File: src/rtl/pwoc_defs.vh
// Constants for the output-control stage of one modulator channel.
// Included by the top-level design file; definitions only.
`ifndef PWOC_DEFS_VH
`define PWOC_DEFS_VH

// Register byte offsets
`define PWOC_OFS_CTRL      4'h0
`define PWOC_OFS_KEY       4'h4
`define PWOC_OFS_STATUS    4'h8
`define PWOC_OFS_RUN       4'hC

// Control register fields
`define PWOC_LIMIT_MODE    24
`define PWOC_LSRC_HI       31
`define PWOC_LSRC_LO       28
`define PWOC_FSRC_HI       23
`define PWOC_FSRC_LO       20
`define PWOC_FMODE_HI      17
`define PWOC_FMODE_LO      16
`define PWOC_OWN_HIGH      15
`define PWOC_OWN_LOW       14
`define PWOC_POL_HIGH      13
`define PWOC_POL_LOW       12
`define PWOC_OVR_HIGH_EN   9
`define PWOC_OVR_LOW_EN    8
`define PWOC_OVR_DAT_LO    6
`define PWOC_FLT_DAT_LO    4
`define PWOC_LIM_DAT_LO    2
`define PWOC_SWAP          1
`define PWOC_CTRL_MASK     32'hF1F3F3FE
`define PWOC_CTRL_RST      32'h00000000

// Unlock keys, compared on the low half-word
`define PWOC_KEY_FIRST     16'hABCD
`define PWOC_KEY_SECOND    16'h4321

`endif

File: src/rtl/pwoc_pin_mux.v
// Per-pin state selection: fault, current limit, override, modulation.
// Inputs are all on sys_clk; output is combinational and registered by the caller.
`timescale 1ns/1ns

module pwoc_pin_mux (
    // Generated modulation level (active state)
    input  wire pwm_act,
    // Override request and data
    input  wire ovr_en,
    input  wire ovr_dat,
    // Fault request and data
    input  wire flt_act,
    input  wire flt_dat,
    // Current-limit request and data
    input  wire lim_act,
    input  wire lim_dat,
    // Polarity: 1 makes the active state a low level
    input  wire pol,
    // Resulting pin level
    output reg  pin_lvl
);

    reg state;

    // Fault beats limit beats override; inactive sources never reach the pin
    always @* begin
        if (flt_act) begin
            state = flt_dat; // RQ3
        end else if (lim_act) begin
            state = lim_dat; // RQ6
        end else if (ovr_en) begin
            state = ovr_dat; // RQ1
        end else begin
            state = pwm_act; // RQ4 RQ7
        end
        pin_lvl = state ^ pol; // RQ10
    end

endmodule

File: src/rtl/pwoc_top.v
// Output-control stage of one modulator channel with Avalon-MM registers.
// Assumes a single sys_clk domain; fault inputs and the lock fuse are async pins.
//
// The Avalon-MM interface to the registers and the placing of the registers are this design's own decisions.
`timescale 1ns/1ns
`include "pwoc_defs.vh"

// Function
// RQ1: Override enables route override data to pins
// RQ2: Fault mode enabled when field is 00/01
// RQ3: Active fault drives fault data to pins
// RQ4: Fault data ignored while no fault
// RQ5: Limit mode enabled by bit 24
// RQ6: Active limit drives limit data to pins
// RQ7: Limit data ignored while no limit
// RQ8: Swap set exchanges high and low signals
// RQ9: Swap clear keeps signals on own pins
// RQ10: Data is active state, polarity sets level
// RQ11: Fuse low locks control writes behind key
// RQ12: Writer sends two keys back to back
// RQ13: Protected write must be next access
// RQ14: No other access inside unlock sequence
// RQ15: Fault data fixed once time base runs
// RQ16: Ownership bits alone decide pin control
// RQ17: Set ownership before enabling time base
// RQ18: Fault and limit sources from 15 inputs
// RQ19: Lock re-engages after one protected write
module pwoc_top #(
    parameter NUM_SRC = 15
) (
    // Clock and reset
    input  wire        sys_clk,
    input  wire        arst_n,
    // Avalon-MM slave
    input  wire [3:0]  avs_address,
    input  wire        avs_read,
    input  wire        avs_write,
    input  wire [31:0] avs_writedata,
    input  wire [3:0]  avs_byteenable,
    output reg  [31:0] avs_readdata,
    output wire        avs_waitrequest,
    // Modulation from the time base, same clock
    input  wire        pwm_high_in,
    input  wire        pwm_low_in,
    // Port-module drive used while the pins are not owned
    input  wire        gpio_high_data,
    input  wire        gpio_high_oe,
    input  wire        gpio_low_data,
    input  wire        gpio_low_oe,
    // Asynchronous fault / limit inputs and lock fuse
    input  wire [NUM_SRC:1] fault_in,
    input  wire        config_write_lock_fuse,
    // Pins and time-base enable
    output reg         high_output_pin,
    output reg         high_output_oe,
    output reg         low_output_pin,
    output reg         low_output_oe,
    output wire        timebase_enable
);

    // Unlock sequence states
    localparam [1:0] LK_IDLE = 2'b00;
    localparam [1:0] LK_KEY1 = 2'b01;
    localparam [1:0] LK_OPEN = 2'b10;

    // Flops and next values
    reg  [31:0]      ctrl_q;
    reg              run_q;
    reg  [1:0]       lk_q;
    reg  [1:0]       lk_d;
    reg              ack_q;
    reg  [NUM_SRC:1] flt_s1_q;
    reg  [NUM_SRC:1] flt_s2_q;
    reg              fuse_s1_q;
    reg              fuse_s2_q;

    // Combinational helpers
    reg  [31:0]      rd_d;
    reg  [31:0]      wmask;
    reg  [31:0]      ctrl_d;
    reg              flt_src;
    reg              lim_src;

    // Bus strobes and decoded control fields
    wire             req;
    wire             done;
    wire             key_wr;
    wire             ctrl_wr;
    wire             write_ok;
    wire             flt_mode;
    wire             lim_mode;
    wire             flt_act;
    wire             lim_act;
    wire [1:0]       pwm_sel;
    wire [1:0]       pol;
    wire [1:0]       ovr_en;
    wire [1:0]       lvl;
    wire [3:0]       fsel;
    wire [3:0]       lsel;

    // One wait cycle per access; completion is the edge with ack_q high
    // A fixed wait costs a cycle per access but keeps read data registered
    assign req             = avs_read | avs_write;
    assign avs_waitrequest = req & ~ack_q;
    assign done            = req & ack_q;

    always @(posedge sys_clk or negedge arst_n) begin
        if (!arst_n) begin
            ack_q <= 1'b0;
        end else begin
            ack_q <= req & ~ack_q;
        end
    end

    // Two-flop synchronisers for asynchronous pins
    // Reset to inactive so no false fault is seen as reset releases
    always @(posedge sys_clk or negedge arst_n) begin
        if (!arst_n) begin
            flt_s1_q  <= {NUM_SRC{1'b0}};
            flt_s2_q  <= {NUM_SRC{1'b0}};
            fuse_s1_q <= 1'b0;
            fuse_s2_q <= 1'b0;
        end else begin
            flt_s1_q  <= fault_in;
            flt_s2_q  <= flt_s1_q;
            fuse_s1_q <= config_write_lock_fuse;
            fuse_s2_q <= fuse_s1_q;
        end
    end

    // Completed writes to the key and control words
    assign key_wr  = done & avs_write & (avs_address == `PWOC_OFS_KEY)
                     & (avs_byteenable[1:0] == 2'b11);
    assign ctrl_wr = done & avs_write & (avs_address == `PWOC_OFS_CTRL);

    // Fuse high leaves the control register open; fuse low needs the key.
    // The fuse synchroniser resets to 0, so for two edges after reset the
    // register counts as locked, the safe side while the fuse is unknown.
    assign write_ok = fuse_s2_q | (lk_q == LK_OPEN); // RQ11 RQ13

    // Key sequencer: after the first key every completed access moves it on, so any access
    // between the keys or before the protected write breaks the sequence
    always @* begin
        lk_d = lk_q;
        if (done) begin
            case (lk_q)
                LK_IDLE: begin
                    if (key_wr && avs_writedata[15:0] == `PWOC_KEY_FIRST) begin
                        lk_d = LK_KEY1; // RQ12
                    end
                end
                LK_KEY1: begin
                    if (key_wr && avs_writedata[15:0] == `PWOC_KEY_SECOND) begin
                        lk_d = LK_OPEN; // RQ12
                    end else begin
                        lk_d = LK_IDLE; // RQ14
                    end
                end
                LK_OPEN: begin
                    lk_d = LK_IDLE; // RQ13 RQ19
                end
                default: begin
                    lk_d = LK_IDLE;
                end
            endcase
        end
    end

    // Sequencer state; reset closes any open window
    always @(posedge sys_clk or negedge arst_n) begin
        if (!arst_n) begin
            lk_q <= LK_IDLE;
        end else begin
            lk_q <= lk_d;
        end
    end

    // Byte-enable merge into the control word; reserved bits stay zero
    always @* begin
        wmask  = {{8{avs_byteenable[3]}}, {8{avs_byteenable[2]}},
                  {8{avs_byteenable[1]}}, {8{avs_byteenable[0]}}};
        ctrl_d = ((ctrl_q & ~wmask) | (avs_writedata & wmask)) & `PWOC_CTRL_MASK;
    end

    // Control and run registers; the run bit is not protected
    always @(posedge sys_clk or negedge arst_n) begin
        if (!arst_n) begin
            ctrl_q <= `PWOC_CTRL_RST;
            run_q  <= 1'b0;
        end else begin
            if (ctrl_wr && write_ok) begin
                ctrl_q <= ctrl_d; // RQ11
            end
            if (done && avs_write && avs_address == `PWOC_OFS_RUN
                && avs_byteenable[0]) begin
                run_q <= avs_writedata[0];
            end
        end
    end

    // Time-base enable comes straight from the run flop
    assign timebase_enable = run_q;

    // Source selection: code n picks input n, code 0 picks none
    // One input may feed both fault and limit; the fault then wins
    assign fsel = ctrl_q[`PWOC_FSRC_HI:`PWOC_FSRC_LO];
    assign lsel = ctrl_q[`PWOC_LSRC_HI:`PWOC_LSRC_LO];

    always @* begin
        flt_src = 1'b0;
        lim_src = 1'b0;
        if (fsel != 4'h0) begin
            flt_src = flt_s2_q[fsel]; // RQ18
        end
        if (lsel != 4'h0) begin
            lim_src = flt_s2_q[lsel]; // RQ18
        end
    end

    // Mode codes 00 and 01 enable faults, so only the upper bit matters;
    // faults and limits are levels and release the pins when they clear
    assign flt_mode = ~ctrl_q[`PWOC_FMODE_HI]; // RQ2
    assign lim_mode = ctrl_q[`PWOC_LIMIT_MODE]; // RQ5
    assign flt_act  = flt_mode & flt_src;
    assign lim_act  = lim_mode & lim_src;

    // Index 1 is the high side, index 0 the low side
    assign pwm_sel[1] = ctrl_q[`PWOC_SWAP] ? pwm_low_in : pwm_high_in; // RQ8 RQ9
    assign pwm_sel[0] = ctrl_q[`PWOC_SWAP] ? pwm_high_in : pwm_low_in; // RQ8 RQ9
    assign pol        = {ctrl_q[`PWOC_POL_HIGH], ctrl_q[`PWOC_POL_LOW]};
    assign ovr_en     = {ctrl_q[`PWOC_OVR_HIGH_EN], ctrl_q[`PWOC_OVR_LOW_EN]};

    // One selector per pin
    genvar gi;
    generate
        for (gi = 0; gi < 2; gi = gi + 1) begin : g_pin
            pwoc_pin_mux u_mux (
                .pwm_act (pwm_sel[gi]),
                .ovr_en  (ovr_en[gi]),
                .ovr_dat (ctrl_q[`PWOC_OVR_DAT_LO + gi]), // RQ1
                .flt_act (flt_act),
                .flt_dat (ctrl_q[`PWOC_FLT_DAT_LO + gi]), // RQ3 RQ4
                .lim_act (lim_act),
                .lim_dat (ctrl_q[`PWOC_LIM_DAT_LO + gi]), // RQ6 RQ7
                .pol     (pol[gi]), // RQ10
                .pin_lvl (lvl[gi])
            );
        end
    endgenerate

    // Pin registers: unowned pins stay with the port module
    // Registering here keeps selector glitches away from the gate driver
    always @(posedge sys_clk or negedge arst_n) begin
        if (!arst_n) begin
            high_output_pin <= 1'b0;
            high_output_oe  <= 1'b0;
            low_output_pin  <= 1'b0;
            low_output_oe   <= 1'b0;
        end else begin
            if (ctrl_q[`PWOC_OWN_HIGH]) begin
                high_output_pin <= lvl[1];
                high_output_oe  <= 1'b1;
            end else begin
                high_output_pin <= gpio_high_data; // RQ16
                high_output_oe  <= gpio_high_oe; // RQ16
            end
            if (ctrl_q[`PWOC_OWN_LOW]) begin
                low_output_pin <= lvl[0];
                low_output_oe  <= 1'b1;
            end else begin
                low_output_pin <= gpio_low_data; // RQ16
                low_output_oe  <= gpio_low_oe; // RQ16
            end
        end
    end

    // Read mux; key register and unmapped words read as zero
    always @* begin
        rd_d = 32'h00000000;
        case (avs_address)
            `PWOC_OFS_CTRL: begin
                rd_d = ctrl_q;
            end
            `PWOC_OFS_STATUS: begin
                rd_d = {26'h0000000, low_output_pin, high_output_pin,
                        fuse_s2_q, (lk_q == LK_OPEN), lim_act, flt_act};
            end
            `PWOC_OFS_RUN: begin
                rd_d = {31'h00000000, run_q};
            end
            default: begin
                rd_d = 32'h00000000;
            end
        endcase
    end

    // Read data loaded during the wait cycle so it stands at completion
    // Loading only on the wait edge keeps it steady until the next read
    always @(posedge sys_clk or negedge arst_n) begin
        if (!arst_n) begin
            avs_readdata <= 32'h00000000;
        end else if (avs_read && !ack_q) begin
            avs_readdata <= rd_d;
        end
    end

endmodule

File: config.mk
export PLATFORM = sky130hd
export DESIGN_NAME = pwoc_top
export DESIGN_NICKNAME = d
export VERILOG_FILES = /design/src/rtl/pwoc_pin_mux.v /design/src/rtl/pwoc_top.v
export VERILOG_INCLUDE_DIRS = /design/src /design/src/rtl
export SDC_FILE = /design/constraint.sdc
export NUM_CORES = 1
export LEC_CHECK = 0
export ABC_AREA = 1
export BUFFER_PORTS_ARGS = -buffer_cell sky130_fd_sc_hd__buf_2
export CAP_MARGIN = 20
export CORE_MARGIN = 5
export CORE_UTILIZATION = 52
export DETAILED_ROUTE_END_ITERATION = 10
export PLACE_DENSITY = 0.84
export SYNTH_ARGS = -nofsm -noshare
export SYNTH_HDL_FRONTEND = slang
export SYNTH_SLANG_ARGS = --single-unit
File: constraint.sdc
create_clock -name sys_clk -period 1.8 [get_ports sys_clk]
set_clock_uncertainty 0.15 [all_clocks]
set_input_delay 0.18 -clock sys_clk [delete_from_list [all_inputs] [get_ports sys_clk]]
set_output_delay 0.18 -clock sys_clk [all_outputs]
set_load 0.03 [all_outputs]
==> results.md, run 1 <==
Logic synthesis:
- The number of warnings issued by yosys is 0.
- The cell area after synthesis is 3810 sq um.
- After synthesis, the netlist uses 31 different library cells.
- The most frequent cell after synthesis is sky130_fd_sc_hd__nand2_1.
- Dividing the synthesized area by the synthesized cell count gives 9.28 sq um.
- By count the netlist is led by sky130_fd_sc_hd__nand2_1 (107), sky130_fd_sc_hd__dfrtp_1 (89), sky130_fd_sc_hd__inv_1 (50).
- The synthesized design devotes to its leading area cell type 58.4% of total area.
- In the synthesized netlist, the number of instances is 411.
- After synthesis, the share of flip-flops with an asynchronous set or reset is 100%.
- The cell taking the most area after synthesis is sky130_fd_sc_hd__dfrtp_1.
- The flop and latch count out of synthesis is 89.
- Yosys attributes the largest share of cell area to sky130_fd_sc_hd__dfrtp_1 (58%), sky130_fd_sc_hd__nand2_1 (11%), sky130_fd_sc_hd__nand3_1 (5.2%), sky130_fd_sc_hd__inv_1 (4.9%), sky130_fd_sc_hd__o31ai_1 (3.5%).
- The number of enable flip-flop cells after synthesis is 0.
- The share of the Yosys chip area taken by registers is between 50% and 60%.
- Among all flip-flop cells after synthesis, the most frequent one is sky130_fd_sc_hd__dfrtp_1.

Die:
- The count of pins on the block boundary is 104.
- The floorplan has 31 rows.
- Measured along the x axis, the die boundary spans 95.6 um.
- The area of the die is 9150 sq um.
- The core region area is 7210 sq um.
- The die span in y is about 96 um.
- For this configuration, the core starts out at a cell density of 52.9%.

Global route:
- The via count of the first global-routing pass is ~3.4k.
- Entering global routing, the biggest net connects 90 pins.
- The wire length of the first global-routing pass is 15700 um.
- The all-layer global routing usage is a little under a quarter.
- The number of antenna violations at the first check in global routing is 0.
- The total overflow left after global routing is 0.

Placed design:
- Once placement finished, the instance area stood at 4400 sq um.
- The congestion estimate from routability-driven global placement came to 0.841.
- The detailed placer's ending HPWL is 6330 um.
- The count of buffers added on input and output ports is slightly above 90.

Worst setup path:
- Traced cell by cell, the critical path runs through buf_12, nor2_4, a21oi_1, nand3_2, nand3_2, nand2_4, nand2_4, nand2_1, nand3_2, nand3_2, nand3_2, nand2_1.
- The required time reported for the critical path endpoint is 1.92 ns.
- The worst setup path is launched from a flop.
- At the worst endpoint, the arrival time is 1.92 ns.
- The type of the worst setup path is flop to flop.
- The highest cell delay on the worst timing path is approximately 0.43 ns.
- STA classifies the critical path endpoint as a flop.
- The most numerous cell on the critical path is sky130_fd_sc_hd__nand3_2.
- The largest driver fanout on the critical path is 5.
- Among all stages on the critical path, the largest delay is contributed by sky130_fd_sc_hd__dfrtp_2.

Power and ir drop:
- The total power is 5.10 mW.
- For this design the ratio of total power to cell area is 969 nW/um^2.
- The peak supply drop is 0.000852 V.
- The leakage power figure is 2.69 nW.

Run status:
- The flow ran to the end, but the final reports show violations.
- The checks that failed: setup timing.

Layout:
- After filler insertion, the fill cell instance count of the layout stands at 514.
- The final-stage net count is roughly 630.
- The area growth from synthesis to layout is 37.9%.
- With fillers left out, the area of the finished cells amounts to roughly 5300 sq um.
- Cells with a size suffix above 1 make up 29.1% of the layout.
- The repair_antennas step left the layout with diodes totalling 0.

STA:
- The final clock period utilization by the worst path is 100%.
- The post-route worst setup slack is -0.00747 ns.
- Setup repair after global routing could not meet its margin everywhere.
- For this run, the top clock speed supported by timing is 553 MHz.
- The final number of setup-violating endpoints is 1.
- The hold violation total from the final report is 0.
- The minimum clock period after layout is 1.81 ns.
- The number of slew-limit violations in the final report was 0.

Clock tree:
- TritonCTS built the clock tree.
- The maximum clock insertion buffer count is 2.
- The H-tree depth reported by CTS is 3.
- Counting every sink on the clock net gives 89.
- Clock-pin slew was measured on the worst setup and hold paths at ~0.09 ns.
- The number of buffers created by CTS is 9.
- The insertion delay to the later sink of the worst-skew pair is 0.37 ns.
- The tree is rooted in a sky130_fd_sc_hd__clkbuf_8.

Route:
- The total vias in the final route is ~3.5k.
- In the routed layout, each cell is associated on average with a via count of between 5 and 6.
- The detailed-routing iteration count for the pre-antenna-repair pass is 7.
- The remaining routing DRC violations is 0.
- The mean routed wirelength per cell is approximately 16 um.
- The total wire length after detailed routing is 10400 um.
- The final antenna-violating net count is 0.
- The detailed router finished its first iteration with about 330 violations.

Hold path:
- The type of the tightest min-delay check is input port to flop.

Flow run:
- Across the run, the number of max-cap violations was 0.
metrics by stage:
step	utilization [%]	hold WS [ns]	TNS, ns	std cells	setup WS [ns]
after CTS	70.8	0.00140	0	661	0.00172
after global routing	72.9	0.0132	-0.135	666	-0.0632
after global placement	60.9	0.0985	0	597	0.115
after floorplan	-	-0.266	0	417	0.284
after detailed placement	60.9	0.101	0	597	0.00265
final	72.9	0.0146	-0.00747	666	-0.00747
metal layers:
| metal | global-route usage, % | wire length (um) | vias to the layer above |
|---|---|---|---|
| met5 | 0 | 0 | - |
| met4 | 10.1 | 370 | 0 |
| met3 | 6.08 | 888 | 37 |
| met2 | 38.6 | 5270 | 211 |
| met1 | 27.2 | 3900 | 1657 |
| li1 | - | - | 1616 |
where the power goes:
| part | switching (mW) | internal, mW | total [mW] | leakage [nW] |
|---|---|---|---|---|
| Clock | 0.774 | 0.811 | 1.58 | 0.114 |
| Combinational | 0.725 | 0.453 | 1.18 | 1.53 |
| Sequential | 0.143 | 2.19 | 2.34 | 1.05 |
path summary, 6_finish.rpt:
check	from	cells after the start	endpoint	slack [ns]
max	flop	12	low_output_pin$_DFF_PN0_	-0.007
min	avs_byteenable[0]	3	timebase_enable$_DFFE_PN0P_	0.01
max reg2reg	flop	12	low_output_pin$_DFF_PN0_	-0.007
min reg2reg	flt_s1_q[12]$_DFF_PN0_	0	flt_s2_q[12]$_DFF_PN0_	0.20
max in group asynchronous	arst_n	3	async pin	0.92
min in group asynchronous	arst_n	3	flt_s1_q[7]$_DFF_PN0_	0.24
worst max-delay path, delay by kind of cell, from the launching register on:
kind	cells	cell delay [ns]
AND/OR/NAND/NOR	10	0.79
flip-flops	1	0.43
AO/OA/AOI/OAI	1	0.19
buffers and inverters	1	0.15
repair_timing:
item,CTS,global route
resized for setup,0,27
endpoints found under the hold margin,135,0
setup endpoints to repair,0,3
hold buffers,48,0
buffers inserted,0,4
cells in the final DEF, fill, tap and decap left out, types with 2 or more instances in the layout:
cell type / Yosys / final
sky130_fd_sc_hd__nand2_2: 3 / 5
sky130_fd_sc_hd__o211ai_1: 3 / 3
sky130_fd_sc_hd__nand3_1: 40 / 28
sky130_fd_sc_hd__buf_12: 0 / 3
sky130_fd_sc_hd__nor4_1: 2 / 2
sky130_fd_sc_hd__bufinv_16: 0 / 2
sky130_fd_sc_hd__inv_6: 1 / 2
sky130_fd_sc_hd__o21ai_0: 10 / 10
sky130_fd_sc_hd__nor2_4: 2 / 3
sky130_fd_sc_hd__nor2_1: 9 / 9
sky130_fd_sc_hd__nand3_2: 3 / 15
sky130_fd_sc_hd__o22ai_1: 4 / 3
sky130_fd_sc_hd__nand2_1: 107 / 105
sky130_fd_sc_hd__nand2_4: 3 / 3
sky130_fd_sc_hd__nor2_2: 3 / 2
sky130_fd_sc_hd__clkbuf_8: 0 / 9
sky130_fd_sc_hd__dfrtp_1: 89 / 86
sky130_fd_sc_hd__inv_8: 0 / 2
sky130_fd_sc_hd__inv_2: 4 / 4
sky130_fd_sc_hd__inv_1: 50 / 49
sky130_fd_sc_hd__conb_1: 1 / 7
sky130_fd_sc_hd__o31ai_1: 18 / 18
sky130_fd_sc_hd__dfrtp_2: 0 / 3
sky130_fd_sc_hd__buf_4: 10 / 9
sky130_fd_sc_hd__nor3_1: 3 / 3
sky130_fd_sc_hd__nand4_1: 5 / 5
sky130_fd_sc_hd__a21oi_1: 5 / 4
sky130_fd_sc_hd__o21ai_1: 19 / 19
sky130_fd_sc_hd__or2_2: 4 / 4
sky130_fd_sc_hd__dlygate4sd3_1: 0 / 48
sky130_fd_sc_hd__buf_2: 0 / 90
cell type report:
class                   instances  area, sq um  area share [%]
repair buffers                152         1090            20.8
flip-flops and latches         89         2230            42.4
clock buffers                   9          124            2.35
multi-input cells             255         1360            25.8
clock inverters                 7          108            2.05
inverters                      55          221            4.21
well taps                      99          124            2.35
cells by family (layout without fill, tap and decap cells):
kind of cell           after synthesis  in the layout  share of synthesized area (%)
and+or+nand+nor                    187            187                           23.0
DFF                                 89             89                           58.4
buffers and inverters               73            223                           8.69
AOI/OAI and AO/OA                   60             60                           9.48
other                                1              7                         0.0983
muxes                                1              1                          0.295
(Power assumes the default switching activity.)
==> run 2, diff against run 1 <==
- ABC_AREA: 1 -> default
- CORE_ASPECT_RATIO: default -> 1.4
- CORE_UTILIZATION: 52 -> 30
- PLACE_DENSITY: 0.84 -> 0.56
==> results.md, run 2 <==
Run status:
- The flow ran to the end, but the final reports show violations.
- The checks that failed: hold timing, setup timing.

Route:
- The total wire length after detailed routing came to 9490 um (-9.0%).
- The mean routed wirelength per cell was 16.6 um (+5.8%).
- The total vias in the final route came to 2691 (-24%).
- The number of violations reported at the end of detailed-routing iteration 0 is 102 (-69%).
- The number of vias per cell is 4.70 (-11%).
- The remaining routing DRC violations is 0 (unchanged).
- The final antenna-violating net count was 0 (unchanged).
- The detailed-routing iteration count for the pre-antenna-repair pass is 4 (-3).

STA:
- The number of slew-limit violations in the final report came to 0 (unchanged).
- The minimum hold slack is -0.00200 ns (-0.0166 ns).
- The minimum clock period after layout is 2.06 ns (+0.256 ns).
- The post-route worst setup slack is -0.263 ns (-0.256 ns).
- The maximum clock rate was 485 MHz (-12%).
- The hold violation total from the final report is 1 (+1).
- The final clock period utilization by the worst path is 115% (+14 points).
- Setup repair after global routing could not meet its margin everywhere.
- The final number of setup-violating endpoints came to 8 (+7).
- The total negative slack for setup checks is -0.898 ns (-0.890 ns).

Power and ir drop:
- The leakage power figure came to 2.51 nW (-6.8%).
- The peak supply drop is 0.000496 V (-42%).
- The total power is 4.72 mW (-7.4%).
- The power density normalized to cell area came to 893 nW/um^2 (-7.9%).

Clock tree:
- The clock edge transition at the registers on the reported setup and hold paths is 0.06 ns (-0.03 ns).
- The insertion delay to the later sink of the worst-skew pair is 0.34 ns (-0.03 ns).
- The H-tree depth reported by CTS came to 3 (unchanged).
- TritonCTS built the clock tree.
- The number of buffers created by CTS is 9 (unchanged).
- The clock net sink count was 89 (unchanged).
- The maximum clock insertion buffer count is 2 (unchanged).
- The root buffer cell is sky130_fd_sc_hd__clkbuf_16.

Global route:
- The all-layer global routing usage is 13.6% (-9.2 points).
- The number of antenna violations at the first check in global routing came to 0 (unchanged).
- The aggregate global routing overflow is 0 (unchanged).
- The pin count of the biggest net entering global routing is 32 (-64%).
- The via count of the first global-routing pass came to 2875 (-15%).
- The wire length of the first global-routing pass is 14800 um (-5.8%).

Logic synthesis:
- The share of the yosys chip area belonging to registers is 61.6% (+3.2 points).
- The number of warnings issued by yosys is 0 (unchanged).
- The number of enable flip-flop cells after synthesis is 0 (unchanged).
- The share of flip-flops with an asynchronous set or reset came to 100% (unchanged).
- Among all cell types in the netlist, the one instantiated most often is sky130_fd_sc_hd__dfrtp_1.
- The number of instances in the synthesized netlist is 256 (-38%).
- The count of distinct cell types in the synthesized netlist is 44 (+42%).
- By count the netlist is led by sky130_fd_sc_hd__dfrtp_1 (89), sky130_fd_sc_hd__mux2_2 (26), sky130_fd_sc_hd__a22o_1 (19).
- The cell area after synthesis is 3620 sq um (-5.2%).
- In the post-synthesis netlist, the biggest area contributors are sky130_fd_sc_hd__dfrtp_1 (62%), sky130_fd_sc_hd__mux2_2 (8.1%), sky130_fd_sc_hd__a22o_1 (4.6%), sky130_fd_sc_hd__mux2i_1 (3.0%), sky130_fd_sc_hd__mux4_1 (2.9%).
- The mean area per synthesized cell is 14.1 sq um (+52%).
- The cell taking the most area after synthesis is sky130_fd_sc_hd__dfrtp_1.
- The flop and latch count out of synthesis is 89 (unchanged).
- Among all flip-flop cells after synthesis, the most frequent one is sky130_fd_sc_hd__dfrtp_1.
- The area share of the leading cell type in the synthesized netlist is 61.6% (+3.2 points).

Die:
- The area of the die is 14400 sq um (+57%).
- The die span in y came to 140 um (+46%).
- The x dimension of the die is 103 um (+7.5%).
- The count of pins on the block boundary is 104 (unchanged).
- The starting density of the core is 30.6% (-22 points).
- The core region area is 11800 sq um (+64%).
- The number of placement rows came to 47 (+52%).

Worst setup path:
- The arrival time of the worst setup path was 2.13 ns (+0.21 ns).
- The required time reported for the critical path endpoint is 1.87 ns (-0.05 ns).
- STA classifies the critical path startpoint as a flop.
- By startpoint and endpoint, the worst setup path is classified as flop to flop.
- The type of destination of the critical path is a flop.
- The largest driver fanout on the critical path is 7 (+2).
- The register-to-register setup slack is -0.26 ns (-0.26 ns).

Layout:
- The share of cells above drive strength 1 is 45.8% (+17 points).
- In the layout the commonest cells are sky130_fd_sc_hd__buf_2 (90), sky130_fd_sc_hd__dfrtp_1 (86), sky130_fd_sc_hd__dlygate4sd3_1 (47).
- The final-stage net count is 487 (-22%).
- The total inserted antenna cells is 0 (unchanged).
- The commonest non-fill, non-tap cell in the layout is sky130_fd_sc_hd__buf_2.
- The area growth from synthesis to layout is 46.2%.

Placed design:
- The detailed placer's ending HPWL was 7130 um (+13%).
- The pre-CTS setup slack is -0.325 ns (-0.327 ns).
- The weighted congestion at the end of routability-driven global placement is 0.798 (-5.2%).
- The number of buffers inserted by port buffering was 91 (unchanged).

Flow run:
- The number of max-capacitance violations reported is 0 (unchanged).

Hold path:
- In this run the worst hold path is classified as input port to flop.
run 2: cell count changes after synthesis, sizes merged, moves of 5 or more:
| cell | delta |
|---|---|
| a22o | +20 |
| inv | -51 |
| mux2 | +27 |
| mux2i | +11 |
| mux4 | +5 |
| nand2 | -96 |
| nand3 | -44 |
| nand3b | +5 |
| nor2 | -6 |
| o21ai | -24 |
| o31ai | -13 |
run 2: metal layers:
layer	wire [um]	GRT usage (%)
met4	442	8.32
met3	492	3.43
met1	3800	16.3
met5	0	0
met2	4760	21.6
run 2: path summary, 6_finish.rpt:
check	start	end	depth (start not counted)
min reg2reg	flt_s1_q[3]$_DFF_PN0_	flt_s2_q[3]$_DFF_PN0_	0
max in group asynchronous	arst_n	async pin	3
max	flop	avs_readdata[0]$_DFFE_PN0P_	6
min in group asynchronous	arst_n	flt_s1_q[1]$_DFF_PN0_	2
max reg2reg	flop	avs_readdata[0]$_DFFE_PN0P_	6
min	avs_write	ack_q$_DFF_PN0_	3
run 2: per-stage QoR:
step	hold slack (ns)	util, %	instances	cell area, sq um
final	-0.00200	44.7	573	5290
after floorplan	-0.266	-	262	3640
after global routing	0.0195	44.7	573	5290
after detailed placement	-0.0446	37.2	509	4390
after CTS	0.00165	44.1	572	5210
after global placement	-0.0529	37.2	509	4390
run 2: cells by family after synthesis:
family	share of synthesized area (%)
AOI/OAI and AO/OA	10.4
buffers and inverters	3.29
and+or+nand+nor	9.20
other	0.104
muxes	15.4
DFF	61.6
run 2: critical path: stages, from the launching register on:
cell                      delay [ns]
sky130_fd_sc_hd__dfrtp_2        0.41
sky130_fd_sc_hd__mux4_2         0.52
sky130_fd_sc_hd__mux2_4         0.29
sky130_fd_sc_hd__a32oi_4        0.29
sky130_fd_sc_hd__nor2_1         0.07
sky130_fd_sc_hd__a21oi_1        0.12
sky130_fd_sc_hd__o31ai_1        0.08
run 2: repair_timing:
action / CTS / global route
gates resized for setup: 11 / 11
cloned: 0 / 0
setup buffers: 0 / 1
endpoints found under the setup margin: 23 / 10
hold buffers: 47 / 0
pin swaps: 3 / 2
hold endpoints to repair: 137 / 0
run 2: final cells by class:
class / instances / area (sq um)
fillers: 1100 / 6530
clock inverters: 6 / 72.6
clock buffers: 10 / 239
inverters: 4 / 15.0
multi-input cells: 153 / 1390
repair buffers: 164 / 1160
flip-flops and latches: 89 / 2230
well taps: 147 / 184
run 2: power breakdown:
group          internal, mW  total [mW]  switching (mW)  leakage [nW]
registers              2.10        2.19          0.0910          1.14
clock network          1.13        1.92           0.791         0.150
logic                 0.309       0.606           0.298          1.21
total                  3.54        4.72            1.18          2.51
